### config.mk
export PLATFORM = sky130hd
export DESIGN_NAME = prsc_core
export DESIGN_NICKNAME = d
export VERILOG_FILES = /design/src/shared/prsc_pkg.sv /design/src/core/prsc_core.sv
export SDC_FILE = /design/constraint.sdc
export NUM_CORES = 1
export LEC_CHECK = 0
export ABC_AREA = 1
export BUFFER_PORTS_ARGS = -buffer_cell sky130_fd_sc_hd__buf_2
export CAP_MARGIN = 20
export CELL_PAD_IN_SITES_DETAIL_PLACEMENT = 1
export CELL_PAD_IN_SITES_GLOBAL_PLACEMENT = 2
export CORE_MARGIN = 2
export CORE_UTILIZATION = 25
export CTS_BUF_LIST = sky130_fd_sc_hd__clkbuf_16
export DETAILED_ROUTE_END_ITERATION = 12
export PLACE_DENSITY_LB_ADDON = 0.1
export SYNTH_ARGS = -nofsm -noshare
export SYNTH_HDL_FRONTEND = slang
export SYNTH_SLANG_ARGS = --single-unit
### constraint.sdc
create_clock -name clk -period 2.4 [get_ports clk]
set_input_delay 0.36 -clock clk [delete_from_list [all_inputs] [get_ports clk]]
set_output_delay 0.36 -clock clk [all_outputs]
set_load 0.005 [all_outputs]
### src/shared/prsc_pkg.sv
// constants, register map and state types for the pll reference select control
package prsc_pkg;
    // register indices and byte addresses (byte address = 4 * index)
    localparam logic [11:0] PRSC_IDX_STATUS_CTRL = 12'h017;
    localparam logic [11:0] PRSC_IDX_SEL_CTRL    = 12'h01c;
    localparam logic [11:0] PRSC_IDX_OPT_CTRL    = 12'h01d;
    localparam logic [11:0] PRSC_IDX_STATE       = 12'h020;
    localparam logic [11:0] PRSC_ADDR_STATUS_CTRL = PRSC_IDX_STATUS_CTRL << 2;
    localparam logic [11:0] PRSC_ADDR_SEL_CTRL    = PRSC_IDX_SEL_CTRL << 2;
    localparam logic [11:0] PRSC_ADDR_OPT_CTRL    = PRSC_IDX_OPT_CTRL << 2;
    localparam logic [11:0] PRSC_ADDR_STATE       = PRSC_IDX_STATE << 2;

    // reference_select_control fields
    localparam int PRSC_SEL_DEGLITCH_DIS = 7;
    localparam int PRSC_SEL_SECOND       = 6;
    localparam int PRSC_SEL_USE_PIN      = 5;
    localparam int PRSC_SEL_AUTO         = 4;
    localparam int PRSC_SEL_STAY_SECOND  = 3;
    localparam int PRSC_SEL_SECOND_PWR   = 2;
    localparam int PRSC_SEL_FIRST_PWR    = 1;
    localparam int PRSC_SEL_DIFF         = 0;
    // reference_input_options fields
    localparam int PRSC_OPT_STATUS_NVM   = 7;
    localparam int PRSC_OPT_CRYSTAL      = 6;
    localparam int PRSC_OPT_DOUBLER      = 5;
    // status pin selection field position in its register
    localparam int PRSC_STS_FIELD_LSB    = 2;

    localparam logic [7:0] PRSC_SEL_CTRL_RESET    = 8'h00;
    localparam logic [7:0] PRSC_OPT_CTRL_RESET    = 8'h80;
    localparam logic [7:0] PRSC_STATUS_CTRL_RESET = 8'h00;

    // synchroniser bit positions
    localparam int PRSC_SY_PIN    = 0;
    localparam int PRSC_SY_FIRST  = 1;
    localparam int PRSC_SY_SECOND = 2;
    localparam int PRSC_SY_NVM    = 3;

    // deglitch blanking time
    localparam int PRSC_CLK_PERIOD_NS = 10;
    localparam int PRSC_DEGLITCH_NS   = 40;
    localparam logic [3:0] PRSC_DEGLITCH_CYC =
        4'((PRSC_DEGLITCH_NS + PRSC_CLK_PERIOD_NS - 1) / PRSC_CLK_PERIOD_NS);

    localparam logic [1:0] PRSC_WR_SEL  = 2'h0;
    localparam logic [1:0] PRSC_WR_OPT  = 2'h1;
    localparam logic [1:0] PRSC_WR_STS  = 2'h2;
    localparam logic [1:0] PRSC_WR_NONE = 2'h3;

    typedef enum logic [1:0] {
        PRSC_ST_RUN   = 2'b01,
        PRSC_ST_BLANK = 2'b10
    } prsc_state_t;

    typedef struct packed {
        logic [7:0]  sel_ctrl;
        logic [7:0]  opt_ctrl;
        logic [7:0]  status_ctrl;
        logic [3:0]  sync1;
        logic [3:0]  sync2;
        prsc_state_t state;
        logic [3:0]  cnt;
        logic        want_second;
        logic        active_second;
        logic        gate;
        logic        first_pwr;
        logic        second_pwr;
        logic        status_pin;
        logic        wr_pend;
        logic [1:0]  wr_idx;
        logic [31:0] hrdata;
    } prsc_regs_t;

    localparam prsc_regs_t PRSC_RESET = '{
        sel_ctrl:      PRSC_SEL_CTRL_RESET,
        opt_ctrl:      PRSC_OPT_CTRL_RESET,
        status_ctrl:   PRSC_STATUS_CTRL_RESET,
        sync1:         4'h0,
        sync2:         4'h0,
        state:         PRSC_ST_RUN,
        cnt:           4'h0,
        want_second:   1'b0,
        active_second: 1'b0,
        gate:          1'b1,
        first_pwr:     1'b0,
        second_pwr:    1'b0,
        status_pin:    1'b0,
        wr_pend:       1'b0,
        wr_idx:        PRSC_WR_NONE,
        hrdata:        32'h0000_0000
    };
endpackage

### src/core/prsc_core.sv
// pll reference select control with its ahb-lite register slave
//
// What this block does
// - in manual register mode the second reference is used when select bit 6 is 1, else the first.
// - select bit 5 chooses whether manual selection follows bit 6 or the reference choice pin.
// - bit 4 turns on automatic switchover, and software keeps single-ended mode while it is used.
// - in automatic mode bit 3 at 0 returns to the first reference once it is good, at 1 stays put.
// - bits 2 and 1 power the references, but automatic mode overrides them and powers both.
// - bit 0 picks differential mode when 1 and single-ended mode when 0.
// - option bit 7 puts the memory transfer state on the status pin, else the selection field rules.
// - option bit 6 enables the crystal maintaining amplifier.
// - option bit 5 enables the reference frequency doubler.
`timescale 1ns/1ps
`default_nettype none
module prsc_core
    import prsc_pkg::*;
(
    input  wire logic        clk,
    input  wire logic        rstn,
    input  wire logic        hsel,
    input  wire logic [31:0] haddr,
    input  wire logic [1:0]  htrans,
    input  wire logic        hwrite,
    input  wire logic [2:0]  hsize,
    input  wire logic [31:0] hwdata,
    input  wire logic        hready,
    output logic             hreadyout,
    output logic             hresp,
    output logic [31:0]      hrdata,
    input  wire logic        ref_choice_pin,
    input  wire logic        first_ref_good,
    input  wire logic        second_ref_good,
    input  wire logic        nvm_transfer_state,
    input  wire logic        status_mux_value,
    output logic [5:0]       status_select,
    output logic             status_pin,
    output logic             second_ref_selected,
    output logic             ref_clock_gate,
    output logic             first_ref_power,
    output logic             second_ref_power,
    output logic             differential_mode,
    output logic             crystal_amplifier_enable,
    output logic             doubler_enable,
    output logic             auto_switchover_active
);
    prsc_regs_t r;
    prsc_regs_t next_r;

    // bus decode
    logic        addr_phase;
    logic        rd_take;
    logic        wr_take;
    logic [11:0] addr;
    logic [1:0]  idx;
    logic        is_state;

    // register values as seen this cycle, with a pending write folded in
    logic [7:0]  sel_now;
    logic [7:0]  opt_now;
    logic [7:0]  sts_now;
    logic [7:0]  state_byte;
    logic [7:0]  rd_byte;

    // synchronised pin levels
    logic        pin_level;
    logic        first_good;
    logic        second_good;
    logic        nvm_level;

    // selection controls and decisions
    logic        auto_mode;
    logic        use_pin;
    logic        reg_second;
    logic        stay_second;
    logic        deglitch_off;
    logic        manual_target;
    logic        auto_target;
    logic        target;
    logic        change_req;
    logic        blanking;
    logic        blank_done;

    always_comb begin
        next_r = r;

        // a transfer is taken only when the bus is ready
        addr_phase = hsel && htrans[1] && hready;
        rd_take = addr_phase && !hwrite;
        wr_take = addr_phase && hwrite;
        addr = haddr[11:0];
        idx = PRSC_WR_NONE;
        is_state = 1'b0;
        // unmapped addresses read zero and ignore writes
        case (addr)
            PRSC_ADDR_SEL_CTRL: begin
                idx = PRSC_WR_SEL;
            end
            PRSC_ADDR_OPT_CTRL: begin
                idx = PRSC_WR_OPT;
            end
            PRSC_ADDR_STATUS_CTRL: begin
                idx = PRSC_WR_STS;
            end
            PRSC_ADDR_STATE: begin
                is_state = 1'b1;
            end
            default: begin
            end
        endcase

        // data phase of a pending write commits now
        sel_now = r.sel_ctrl;
        opt_now = r.opt_ctrl;
        sts_now = r.status_ctrl;
        if (r.wr_pend) begin
            case (r.wr_idx)
                PRSC_WR_SEL: begin
                    sel_now = hwdata[7:0];
                end
                PRSC_WR_OPT: begin
                    opt_now = hwdata[7:0];
                end
                PRSC_WR_STS: begin
                    // bits below the selection field do not exist and read zero
                    sts_now = hwdata[7:0];
                    sts_now[PRSC_STS_FIELD_LSB-1:0] = '0;
                end
                default: begin
                end
            endcase
        end
        next_r.sel_ctrl = sel_now;
        next_r.opt_ctrl = opt_now;
        next_r.status_ctrl = sts_now;

        // hwdata stands only in the data phase, so the target is kept until then;
        // the state word is read-only and takes no write
        next_r.wr_pend = 1'b0;
        if (wr_take && (idx != PRSC_WR_NONE)) begin
            next_r.wr_pend = 1'b1;
        end
        next_r.wr_idx = idx;

        // state word: one bit per condition, upper bits zero
        blanking = (r.state == PRSC_ST_BLANK);
        state_byte = 8'h00;
        state_byte[0] = r.active_second;
        state_byte[1] = r.gate;
        state_byte[2] = r.first_pwr;
        state_byte[3] = r.second_pwr;
        state_byte[4] = blanking;

        // read data is captured in the address phase; a write still in its data
        // phase is forwarded so back-to-back accesses see the new value
        rd_byte = 8'h00;
        case (idx)
            PRSC_WR_SEL: begin
                rd_byte = sel_now;
            end
            PRSC_WR_OPT: begin
                rd_byte = opt_now;
            end
            PRSC_WR_STS: begin
                rd_byte = sts_now;
            end
            default: begin
                if (is_state) begin
                    rd_byte = state_byte;
                end
            end
        endcase
        // hrdata then holds until the next read
        if (rd_take) begin
            next_r.hrdata = {24'h000000, rd_byte};
        end

        // two-flop synchronisers; only the second stage is read below,
        // so a pin change reaches the logic two edges later and acts on the third edge
        next_r.sync1[PRSC_SY_PIN] = ref_choice_pin;
        next_r.sync1[PRSC_SY_FIRST] = first_ref_good;
        next_r.sync1[PRSC_SY_SECOND] = second_ref_good;
        next_r.sync1[PRSC_SY_NVM] = nvm_transfer_state;
        next_r.sync2 = r.sync1;
        pin_level = r.sync2[PRSC_SY_PIN];
        first_good = r.sync2[PRSC_SY_FIRST];
        second_good = r.sync2[PRSC_SY_SECOND];
        nvm_level = r.sync2[PRSC_SY_NVM];

        // selection controls
        auto_mode = r.sel_ctrl[PRSC_SEL_AUTO];
        use_pin = r.sel_ctrl[PRSC_SEL_USE_PIN];
        reg_second = r.sel_ctrl[PRSC_SEL_SECOND];
        stay_second = r.sel_ctrl[PRSC_SEL_STAY_SECOND];
        deglitch_off = r.sel_ctrl[PRSC_SEL_DEGLITCH_DIS];

        // manual choice: register bit or pin
        if (use_pin) begin
            manual_target = pin_level;
        end else begin
            manual_target = reg_second;
        end

        // leave the first input only when it is bad and the second is good
        if (r.active_second) begin
            if (stay_second) begin
                auto_target = 1'b1;
            end else begin
                auto_target = !first_good;
            end
        end else begin
            auto_target = !first_good && second_good;
        end

        // differential mode does not steer selection; software keeps
        // single-ended mode whenever automatic mode is on
        if (auto_mode) begin
            target = auto_target;
        end else begin
            target = manual_target;
        end
        change_req = (target != r.active_second);
        blank_done = (r.cnt == 4'h0);

        // unless select bit 7 turns deglitching off, the clock is gated off before the input changes
        // and opened on the same edge that changes it, so no shortened pulse reaches the loop
        case (r.state)
            PRSC_ST_RUN: begin
                if (change_req) begin
                    if (deglitch_off) begin
                        next_r.active_second = target;
                    end else begin
                        next_r.state = PRSC_ST_BLANK;
                        next_r.gate = 1'b0;
                        next_r.want_second = target;
                        next_r.cnt = PRSC_DEGLITCH_CYC - 4'h1;
                    end
                end
            end
            PRSC_ST_BLANK: begin
                // a change asked for while blanked waits for the next run cycle
                if (blank_done) begin
                    next_r.active_second = r.want_second;
                    next_r.gate = 1'b1;
                    next_r.state = PRSC_ST_RUN;
                end else begin
                    next_r.cnt = r.cnt - 4'h1;
                end
            end
            default: begin
                // an illegal state recovers to run with the clock open
                next_r.state = PRSC_ST_RUN;
                next_r.gate = 1'b1;
            end
        endcase

        // automatic mode keeps both inputs powered so either can be monitored
        if (auto_mode) begin
            next_r.first_pwr = 1'b1;
            next_r.second_pwr = 1'b1;
        end else begin
            next_r.first_pwr = r.sel_ctrl[PRSC_SEL_FIRST_PWR];
            next_r.second_pwr = r.sel_ctrl[PRSC_SEL_SECOND_PWR];
        end

        // memory transfer state wins over the selection field
        if (r.opt_ctrl[PRSC_OPT_STATUS_NVM]) begin
            next_r.status_pin = nvm_level;
        end else begin
            next_r.status_pin = status_mux_value;
        end
    end

    // asynchronous reset loads constants only
    always_ff @(posedge clk or negedge rstn) begin
        if (!rstn) begin
            r <= PRSC_RESET;
        end else begin
            r <= next_r;
        end
    end

    // bus response: zero wait states, always okay
    assign hreadyout = 1'b1;
    assign hresp = 1'b0;
    assign hrdata = r.hrdata;

    // status pin routing
    assign status_select = r.status_ctrl[7:PRSC_STS_FIELD_LSB];
    assign status_pin = r.status_pin;

    // reference selection and power
    assign second_ref_selected = r.active_second;
    assign ref_clock_gate = r.gate;
    assign first_ref_power = r.first_pwr;
    assign second_ref_power = r.second_pwr;

    // reference input options, straight from the registers
    assign differential_mode = r.sel_ctrl[PRSC_SEL_DIFF];
    assign crystal_amplifier_enable = r.opt_ctrl[PRSC_OPT_CRYSTAL];
    assign doubler_enable = r.opt_ctrl[PRSC_OPT_DOUBLER];
    assign auto_switchover_active = r.sel_ctrl[PRSC_SEL_AUTO];
endmodule
`default_nettype wire

Word-level counts from Yosys, hierarchy flattened
Index checks and enable logic that the tools add are counted.
{ "classes": {"bitwise_logic": 1, "reduce_logical": 16, "n_addsub": 1, "n_eq_ne": 17, "muxes": 28} }
{ "op_table": {"columns": ["op", "n"], "rows": [
  ["8-bit 2-to-1 mux", 6],
  ["12-bit by 7-bit equality test with 1-bit output (second input constant)", 3],
  ["8-bit one-hot mux with 3 select lines", 1],
  ["12-bit by 8-bit equality test with 1-bit output (second input constant)", 1],
  ["2-bit inequality test (second input constant)", 5],
  ["1-bit 2-to-1 mux", 9],
  ["9-bit 2-to-1 mux", 1],
  ["4-bit one-hot mux with 2 select lines", 1],
  ["4-bit AND reduction", 2],
  ["7-bit 2-to-1 mux", 1],
  ["2-bit by 1-bit equality test with 1-bit output (second input constant)", 3],
  ["2-bit equality test (second input constant)", 3],
  ["1-bit logical AND", 6],
  ["2-bit 2-to-1 mux", 3],
  ["2-bit one-hot mux with 3 select lines", 1],
  ["3-bit AND reduction", 2],
  ["5-bit 2-to-1 mux", 1],
  ["2-bit zero test", 2],
  ["4-bit zero test", 1],
  ["4-bit 2-to-1 mux", 1],
  ["1-bit one-hot mux with 2 select lines", 2],
  ["2-bit one-hot mux with 2 select lines", 1],
  ["4-bit by 1-bit subtractor with 4-bit output (second input constant)", 1],
  ["1-bit zero test", 2],
  ["other kinds (4)", 4]
]} }
{ "totals": {"out_inout_bits": 49, "ff_bits": 55} }

Longest topological paths before layout
Gate-level depths: netlist of run 1.
{ "logic_depth": {"word_depth": 7, "ltp_mapped": 11} }

Worst setup path after synthesis of run 1
OpenSTA, ideal clock, no wires.
{ "synth_path": {"path_type": "register to register", "startpoint": "register r (netlist bit auto_switchover_active)", "endpoint": "register r[41] in the netlist's numbering", "t_arrival_ps": 1681, "period_less_slack_ps": 1758, "stages_incl_launch_ff": 8, "n_path_buf": 0, "setup_slack_ps": 642, "path_cell_list": "dfrtp_1 > o32ai_1 > ha_1 > nor3_1 > inv_2 > nand2_1 > nand2_1 > o21ai_1"} }
{ "synth_via": {"elab_chain_cells": 4} }
{ "synth_lines": {"columns": ["item", "line_no", "rtl"], "rows": [
  ["start: declaration", "prsc_core.sv:46", "prsc_regs_t r;"],
  ["start signal: assignment", "prsc_core.sv:278", "r <= next_r;"],
  ["1-bit 2-to-1 mux", "prsc_core.sv:216", "if (auto_mode) begin"],
  ["via target", "prsc_core.sv:78", "logic target;"],
  ["1-bit inequality test", "prsc_core.sv:221", "change_req = (target != r.active_second);"],
  ["2-bit inequality test (no line)", null, null],
  ["4-bit AND reduction (no line)", null, null]
]} }
The timed path passes the listed nets, and every way through them passes these cells.
A chain may end at the register's enable or synchronous reset.

Worst setup path in the final report of run 1
{ "layout_path": {"startpoint": "register r[76] in the netlist's numbering", "endpoint": "register r[41] in the netlist's numbering"} }
{ "layout_via": {"elab_chain_cells": 5} }
{ "layout_lines": {"columns": ["item", "line_no", "rtl"], "rows": [
  ["1-bit 2-to-1 mux", "prsc_core.sv:197", "if (use_pin) begin"],
  ["1-bit 2-to-1 mux", "prsc_core.sv:216", null],
  ["via target", "prsc_core.sv:78", null],
  ["1-bit inequality test", "prsc_core.sv:221", null],
  ["2-bit inequality test (no line)", null, null],
  ["4-bit AND reduction (no line)", null, null]
]} }
The timed path passes the listed nets, and every way through them passes these cells.

==> results of run 1 <==
final cells by class:
cell class,instances,area [µm²]
well taps,140,175
clock inverters,3,21.3
multi-input cells,224,1040
flip-flops and latches,54,1360
fillers,1346,7710
clock buffers,5,125
inverters,43,161
repair buffers,56,300
registers in the layout, summed over array words and instances (netlist names), 4 cells and up:
name,count
r,23
hrdata,8
status_select,6
next_r,4
power by group:
part	switching (mW)	internal, mW
Sequential	0.00686	0.925
Combinational	0.110	0.0640
Clock	0.348	0.388
Total	0.464	1.38
layout by cell type, fill, tap and decap left out, types with 2 or more instances in the layout:
cell type  netlist  routed
a21oi_1          7       7
buf_2            1      53
buf_4           44       2
clkbuf_16        0       5
conb_1           2      26
dfrtp_1         50      50
dfstp_2          4       4
ha_1             3       3
inv_1           35      35
inv_2            8       8
nand2_1         88      88
nand3_1         26      26
nand3_2          3       3
nand4_1          2       2
nor2_1          27      27
nor3_1           4       4
o21ai_0          7       7
o21ai_1         13      13
o21ai_2          9       9
or2_2            2       2
synthesized netlist by cell type, drive strengths merged:
cell    number
buf         45
a21oi        7
and3         1
clkbuf       1
and2         1
or2          2
dfstp        4
nor3         4
o21ai       29
dfrtp       50
o32ai        1
conb         2
mux2         1
nand3       29
inv         43
nand4        2
nor2        29
nand2       89
ha           3
cells by family (layout without fill, tap and decap cells):
logic type / Yosys count / after routing / synth area share [%]
AO/OA/AOI/OAI: 37 / 37 / 7.93
adder cells (fa/ha/maj): 3 / 3 / 1.34
buffers and inverters: 89 / 107 / 17.8
flip-flops: 54 / 54 / 48.3
multiplexers: 1 / 1 / 0.401
other: 2 / 26 / 0.267
AND/OR/NAND/NOR: 157 / 157 / 24.0
per-stage QoR:
stage	instances	hold slack (ns)	utilization [%]
2_1_floorplan	367	0.0644	-
3_3_place_gp	517	0.334	27.9
3_5_place_dp	517	0.336	27.9
4_1_cts	525	0.0716	29.2
5_1_grt	525	0.0951	29.2
6_report	525	0.0467	29.2
routing by layer:
metal	global-route usage [%]	part of all wire (%)	up-vias
met3	2.41	5.2	4
met2	21.0	48	55
met4	4.34	1.2	0
li1	-	-	1083
met5	0	0	-
met1	15.1	45	1004
worst reg2reg max path, delay by kind of cell, from the launching register on:
kind	cells	cell delay [ns]
compound gates	2	0.47
fa+ha+maj	1	0.35
buf+inv	2	0.13
flops	1	0.42
simple gates	4	0.62
path summary, 6_finish.rpt:
path,endpoint,slack (ns),cells past startpoint
worst max-delay path,r[41],0.35,9
worst min-delay path,status_select[4],0.05,1
worst max register to register,r[41],0.35,9
worst min register to register,nvm_level,0.35,0
max in group asynchronous,ref_clock_gate,1.72,2
min in group clk,next_r[48],0.17,1
==> results.ini, run 1 <==
[cts]
cts_tree = built
ctsHoldBuffers = 0
cts.sinks = 54
numCtsBuffers = 5
root_buffer = clkbuf_16
clkLatencyLatePin_ns = 0.29
cts-resized-gates = 0
postCtsSetupBuffers = 0
clk_pin_slew_ns = 0.07
htreeDepth = 2
cts.path.max_buffers = 2

[placed_design]
placed_cell_area_um2 = 3040
port_buffers = 53
dp_hpwl_um = 5430
place.gp.congestion = 0.738
place_ws_ns = 0.324

[synthesis]
synth_largest_area_cell = dfrtp_1
synthCells = 343
synth_top_cell_area_share_pct = 44.5
syn_avg_cell_area_um2 = 8.19
yosysUniqueCellTypes = 27
yosysSeqAreaShare_pct = 48.3
synthesis.area_um2 = 2810
synth_seq_cells = 54
synth.area.top_cells = dfrtp_1 45%, buf_4 12%, nand2_1 12%, inv_1 4.7%, nand3_1 4.6%
yosysWarnings = 0

[sta]
rsz0062_at_grt = no
fin_ws_ns = 0.350
fin_crit_ns = 2.05
tightestPinTransition_ns = 0.567
period_share_pct = 85.4
hold_violations = 0
setup_viol = 0
max_slew_margin_pct = 62.1
slew_violations = 0
fin_worst_skew_ns = 0.00658
clock.fmax_mhz = 488
finalSetupTns_ns = 0

[layout]
diodes = 0
drive_gt1_share_pct = 24.4
design_area_um2 = 3180
synthToLayoutAreaGrowth_pct = 13.3
nNetsFinal = 466

[setup_path]
crit_path_frequent_cell = nand2_1
crit_type = reg2reg
crit_slowest_cell = dfrtp_1
critPathLaunch = r[76]
cp.buffers_inverters = 2
end_kind = register
path_cells = inv_1, nor2_1, o32ai_1, ha_1, nor3_1, inv_2, nand2_1, nand2_1, o21ai_1
startpoint_type = register
r2r-start = r[76]
cp.required_ns = 2.62
max_stage_delay_ns = 0.42
cp.arrival_ns = 2.27
worst-path-max-fanout = 6
cp_top_family = simple AND/OR/NAND/NOR gates

[drt]
postRouteAntennaNets = 0
drtIter0Drc = 94
routedWlPerCell_um = 12.9
first_pass_iters = 4
drt-vias-per-instance = 4.09
route.detailed.drc = 0
routed_wl_um = 6760
vias = 2146

[floorplan]
coreArea_um2 = 10900
die-area_um2 = 12100
boundaryPins = 128
dieWidth_um = 110
die_y_um = 110
floorplan.rows = 38
floorplan.initialDensity_pct = 25.8

[min_path]
hp-class = in2async

[status]
outcome = completed

[global_route]
grtUsageTotal_pct = 12.2
grt_overflow = 0
antenna_found_initial = 0
grt_pass1_wl_um = 11100
grt_max_degree = 33
first_global_vias = 2188

[power_and_ir_drop]
finalPower_mw = 1.84
powerDensity_nw_per_um2 = 578
power_leakage_nw = 1.68
ir_worst_vdd_v = 0.000248

[job]
maxCapViolCount = 0

Power figures use the tool's default switching activity.
==> run 2, diff against run 1 <==
==> constraint.sdc (replaced) <==
create_clock -name clk -period 2.4 [get_ports clk]
set_input_delay 0.6 -clock clk [delete_from_list [all_inputs] [get_ports clk]]
set_output_delay 0.6 -clock clk [all_outputs]
set_load 0.005 [all_outputs]
==> run 2 against run 1 <==
Effect of this change: total power is 1.2% lower; design area is 0.47% lower; cell count rose by 0.19%; clock power shrank 3.4%; first-iteration DRC count down 31%; register-to-register slack worse by 0.06 ns; flip-flop and latch count unchanged; largest power group unchanged; worst hold slack improved by 0.20 ns; global-route usage down 0.11 points; wire length rose by 0.86%; via count rose by 1.7%.
==> results.ini, run 2 (same netlist as run 1, synthesis figures left out) <==
[power_and_ir_drop]
power_leakage_nw = 1.67  ; -0.19%
powerDensity_nw_per_um2 = 574  ; -0.76%
finalPower_mw = 1.82  ; -1.2%
ir_worst_vdd_v = 0.000264  ; +6.7%

[placed_design]
dp.cells = 518  ; +0.19%
port_buffers = 53  ; unchanged
place.gp.congestion = 0.714  ; -3.3%
dp_hpwl_um = 5520  ; +1.7%
placed_cell_area_um2 = 3030  ; -0.16%

[drt]
route.detailed.drc = 0  ; unchanged
first_pass_iters = 4  ; unchanged
routed_wl_um = 6820  ; +0.86%
routedWlPerCell_um = 13.0  ; +0.67%
drt-vias-per-instance = 4.15  ; +1.5%
vias = 2183  ; +1.7%
postRouteAntennaNets = 0  ; unchanged
drtIter0Drc = 65  ; -31%

[global_route]
grt_pass1_wl_um = 11200  ; +1.1%
antenna_found_initial = 0  ; unchanged
grtUsageTotal_pct = 12.1  ; -0.11 points
first_global_vias = 2216  ; +1.3%
grt_overflow = 0  ; unchanged
grt_max_degree = 22  ; -33%

[cts]
postCtsSetupBuffers = 0  ; unchanged
cts_tree = built
cts.sinks = 54  ; unchanged
cts-resized-gates = 0  ; unchanged
clkLatencyLatePin_ns = 0.29  ; about the same
root_buffer = clkbuf_16
clk_pin_slew_ns = 0.07  ; about the same
ctsHoldBuffers = 0  ; unchanged
htreeDepth = 2  ; unchanged
numCtsBuffers = 5  ; unchanged
cts.path.max_buffers = 2  ; unchanged

[layout]
diodes = 0  ; unchanged
fillCellCount = 1330  ; -1.2%
synthToLayoutAreaGrowth_pct = 12.7
fin_cells = 526  ; +0.19%
largest_register_ff_count = 23  ; unchanged
nNetsFinal = 467  ; +0.21%
design_area_um2 = 3170  ; -0.47%
drive_gt1_share_pct = 23.8  ; -0.58 points
final_cell_mix = 88 x nand2_1, 53 x buf_2, 50 x dfrtp_1, 35 x inv_1, 27 x nor2_1
regMostFlops = r
final_common_cell = nand2_1

[setup_path]
crit_path_frequent_cell = nand2_1
cp.required_ns = 2.62  ; about the same
cp.arrival_ns = 2.33  ; +0.06 ns
crit_type = reg2reg
max_stage_delay_ns = 0.42  ; about the same
path_cells = inv_1, nor2_1, o32ai_1, ha_1, nor3_1, inv_2, nand2_1, nand2_1, o21ai_1
crit_slowest_cell = dfrtp_1
r2r_slack_ns = 0.29  ; -0.06 ns
worst-path-max-fanout = 6  ; unchanged
end_kind = register
startpoint_type = register

[sta]
tightestPinTransition_ns = 0.628  ; +0.0607 ns
rsz0062_at_grt = no
whs_ns = 0.244  ; +0.197 ns
fin_crit_ns = 2.11  ; +0.0595 ns
hold_violations = 0  ; unchanged
clock.fmax_mhz = 474  ; -2.8%
fin_worst_skew_ns = 0.00467  ; -0.00191 ns
setup_viol = 0  ; unchanged
max_slew_margin_pct = 58.0  ; -4.1 points
period_share_pct = 87.9  ; +2.5 points
finalSetupTns_ns = 0  ; unchanged
slew_violations = 0  ; unchanged

[floorplan]
floorplan.initialDensity_pct = 25.8  ; unchanged
coreArea_um2 = 10900  ; unchanged
boundaryPins = 128  ; unchanged
floorplan.rows = 38  ; unchanged
dieWidth_um = 110  ; unchanged
die_y_um = 110  ; unchanged
die-area_um2 = 12100  ; unchanged

[job]
maxCapViolCount = 0  ; unchanged

[min_path]
hp-class = in2async

[status]
outcome = completed

[run 2: changes by cell type in the layout (fill, tap and decap cells not counted)]
cell,previous run,this run
buf_12,1,0
buf_4,2,4
clkinv_1,0,3
clkinv_2,1,0
clkinv_4,1,0
clkinvlp_4,1,0
[run 2: critical path: cells and delay by family (launching register included)]
family                   cells  cell delay, ns
AO/OA/AOI/OAI                2            0.50
adder cells (fa/ha/maj)      1            0.36
buffers and inverters        2            0.13
flip-flops                   1            0.42
AND/OR/NAND/NOR              4            0.62
[run 2: worst paths after layout]
path | startpoint | endpoint | cells after the start
worst max-delay path | r[76] | r[41] | 9
worst min-delay path | rstn | status_pin | 1
worst max register to register | r[76] | r[41] | 9
worst min register to register | next_r[47] | pin_level | 0
max in group asynchronous | rstn | ref_clock_gate | 2
min in group clk | next_r[47] | pin_level | 0
[run 2: where the power goes]
group	internal [mW]	switching, mW	total, mW
clock network	0.378	0.332	0.710
logic	0.0634	0.113	0.177
registers	0.925	0.00644	0.931
[run 2: per-stage QoR]
| stage | utilization [%] | setup slack [ns] |
|---|---|---|
| 2_1_floorplan | - | 0.642 |
| 3_3_place_gp | 27.8 | 0.332 |
| 3_5_place_dp | 27.8 | 0.259 |
| 4_1_cts | 29.1 | 0.240 |
| 5_1_grt | 29.1 | 0.00421 |
| 6_report | 29.1 | 0.291 |
[run 2: final cells by class]
cell class	count	area (µm²)	share of cell area [%]
clock inverters	3	11.3	0.356
well taps	140	175	5.53
clock buffers	5	125	3.95
repair buffers	57	295	9.32
inverters	43	161	5.10
flip-flops and latches	54	1360	42.8
multi-input cells	224	1040	32.9
[run 2: metal layers]
layer	vias to the layer above	GRT usage (%)	wire length [µm]
met3	7	2.06	295
met2	52	20.8	3270
met5	-	0	0
met1	1037	15.4	3160
li1	1087	-	-
met4	0	3.80	96
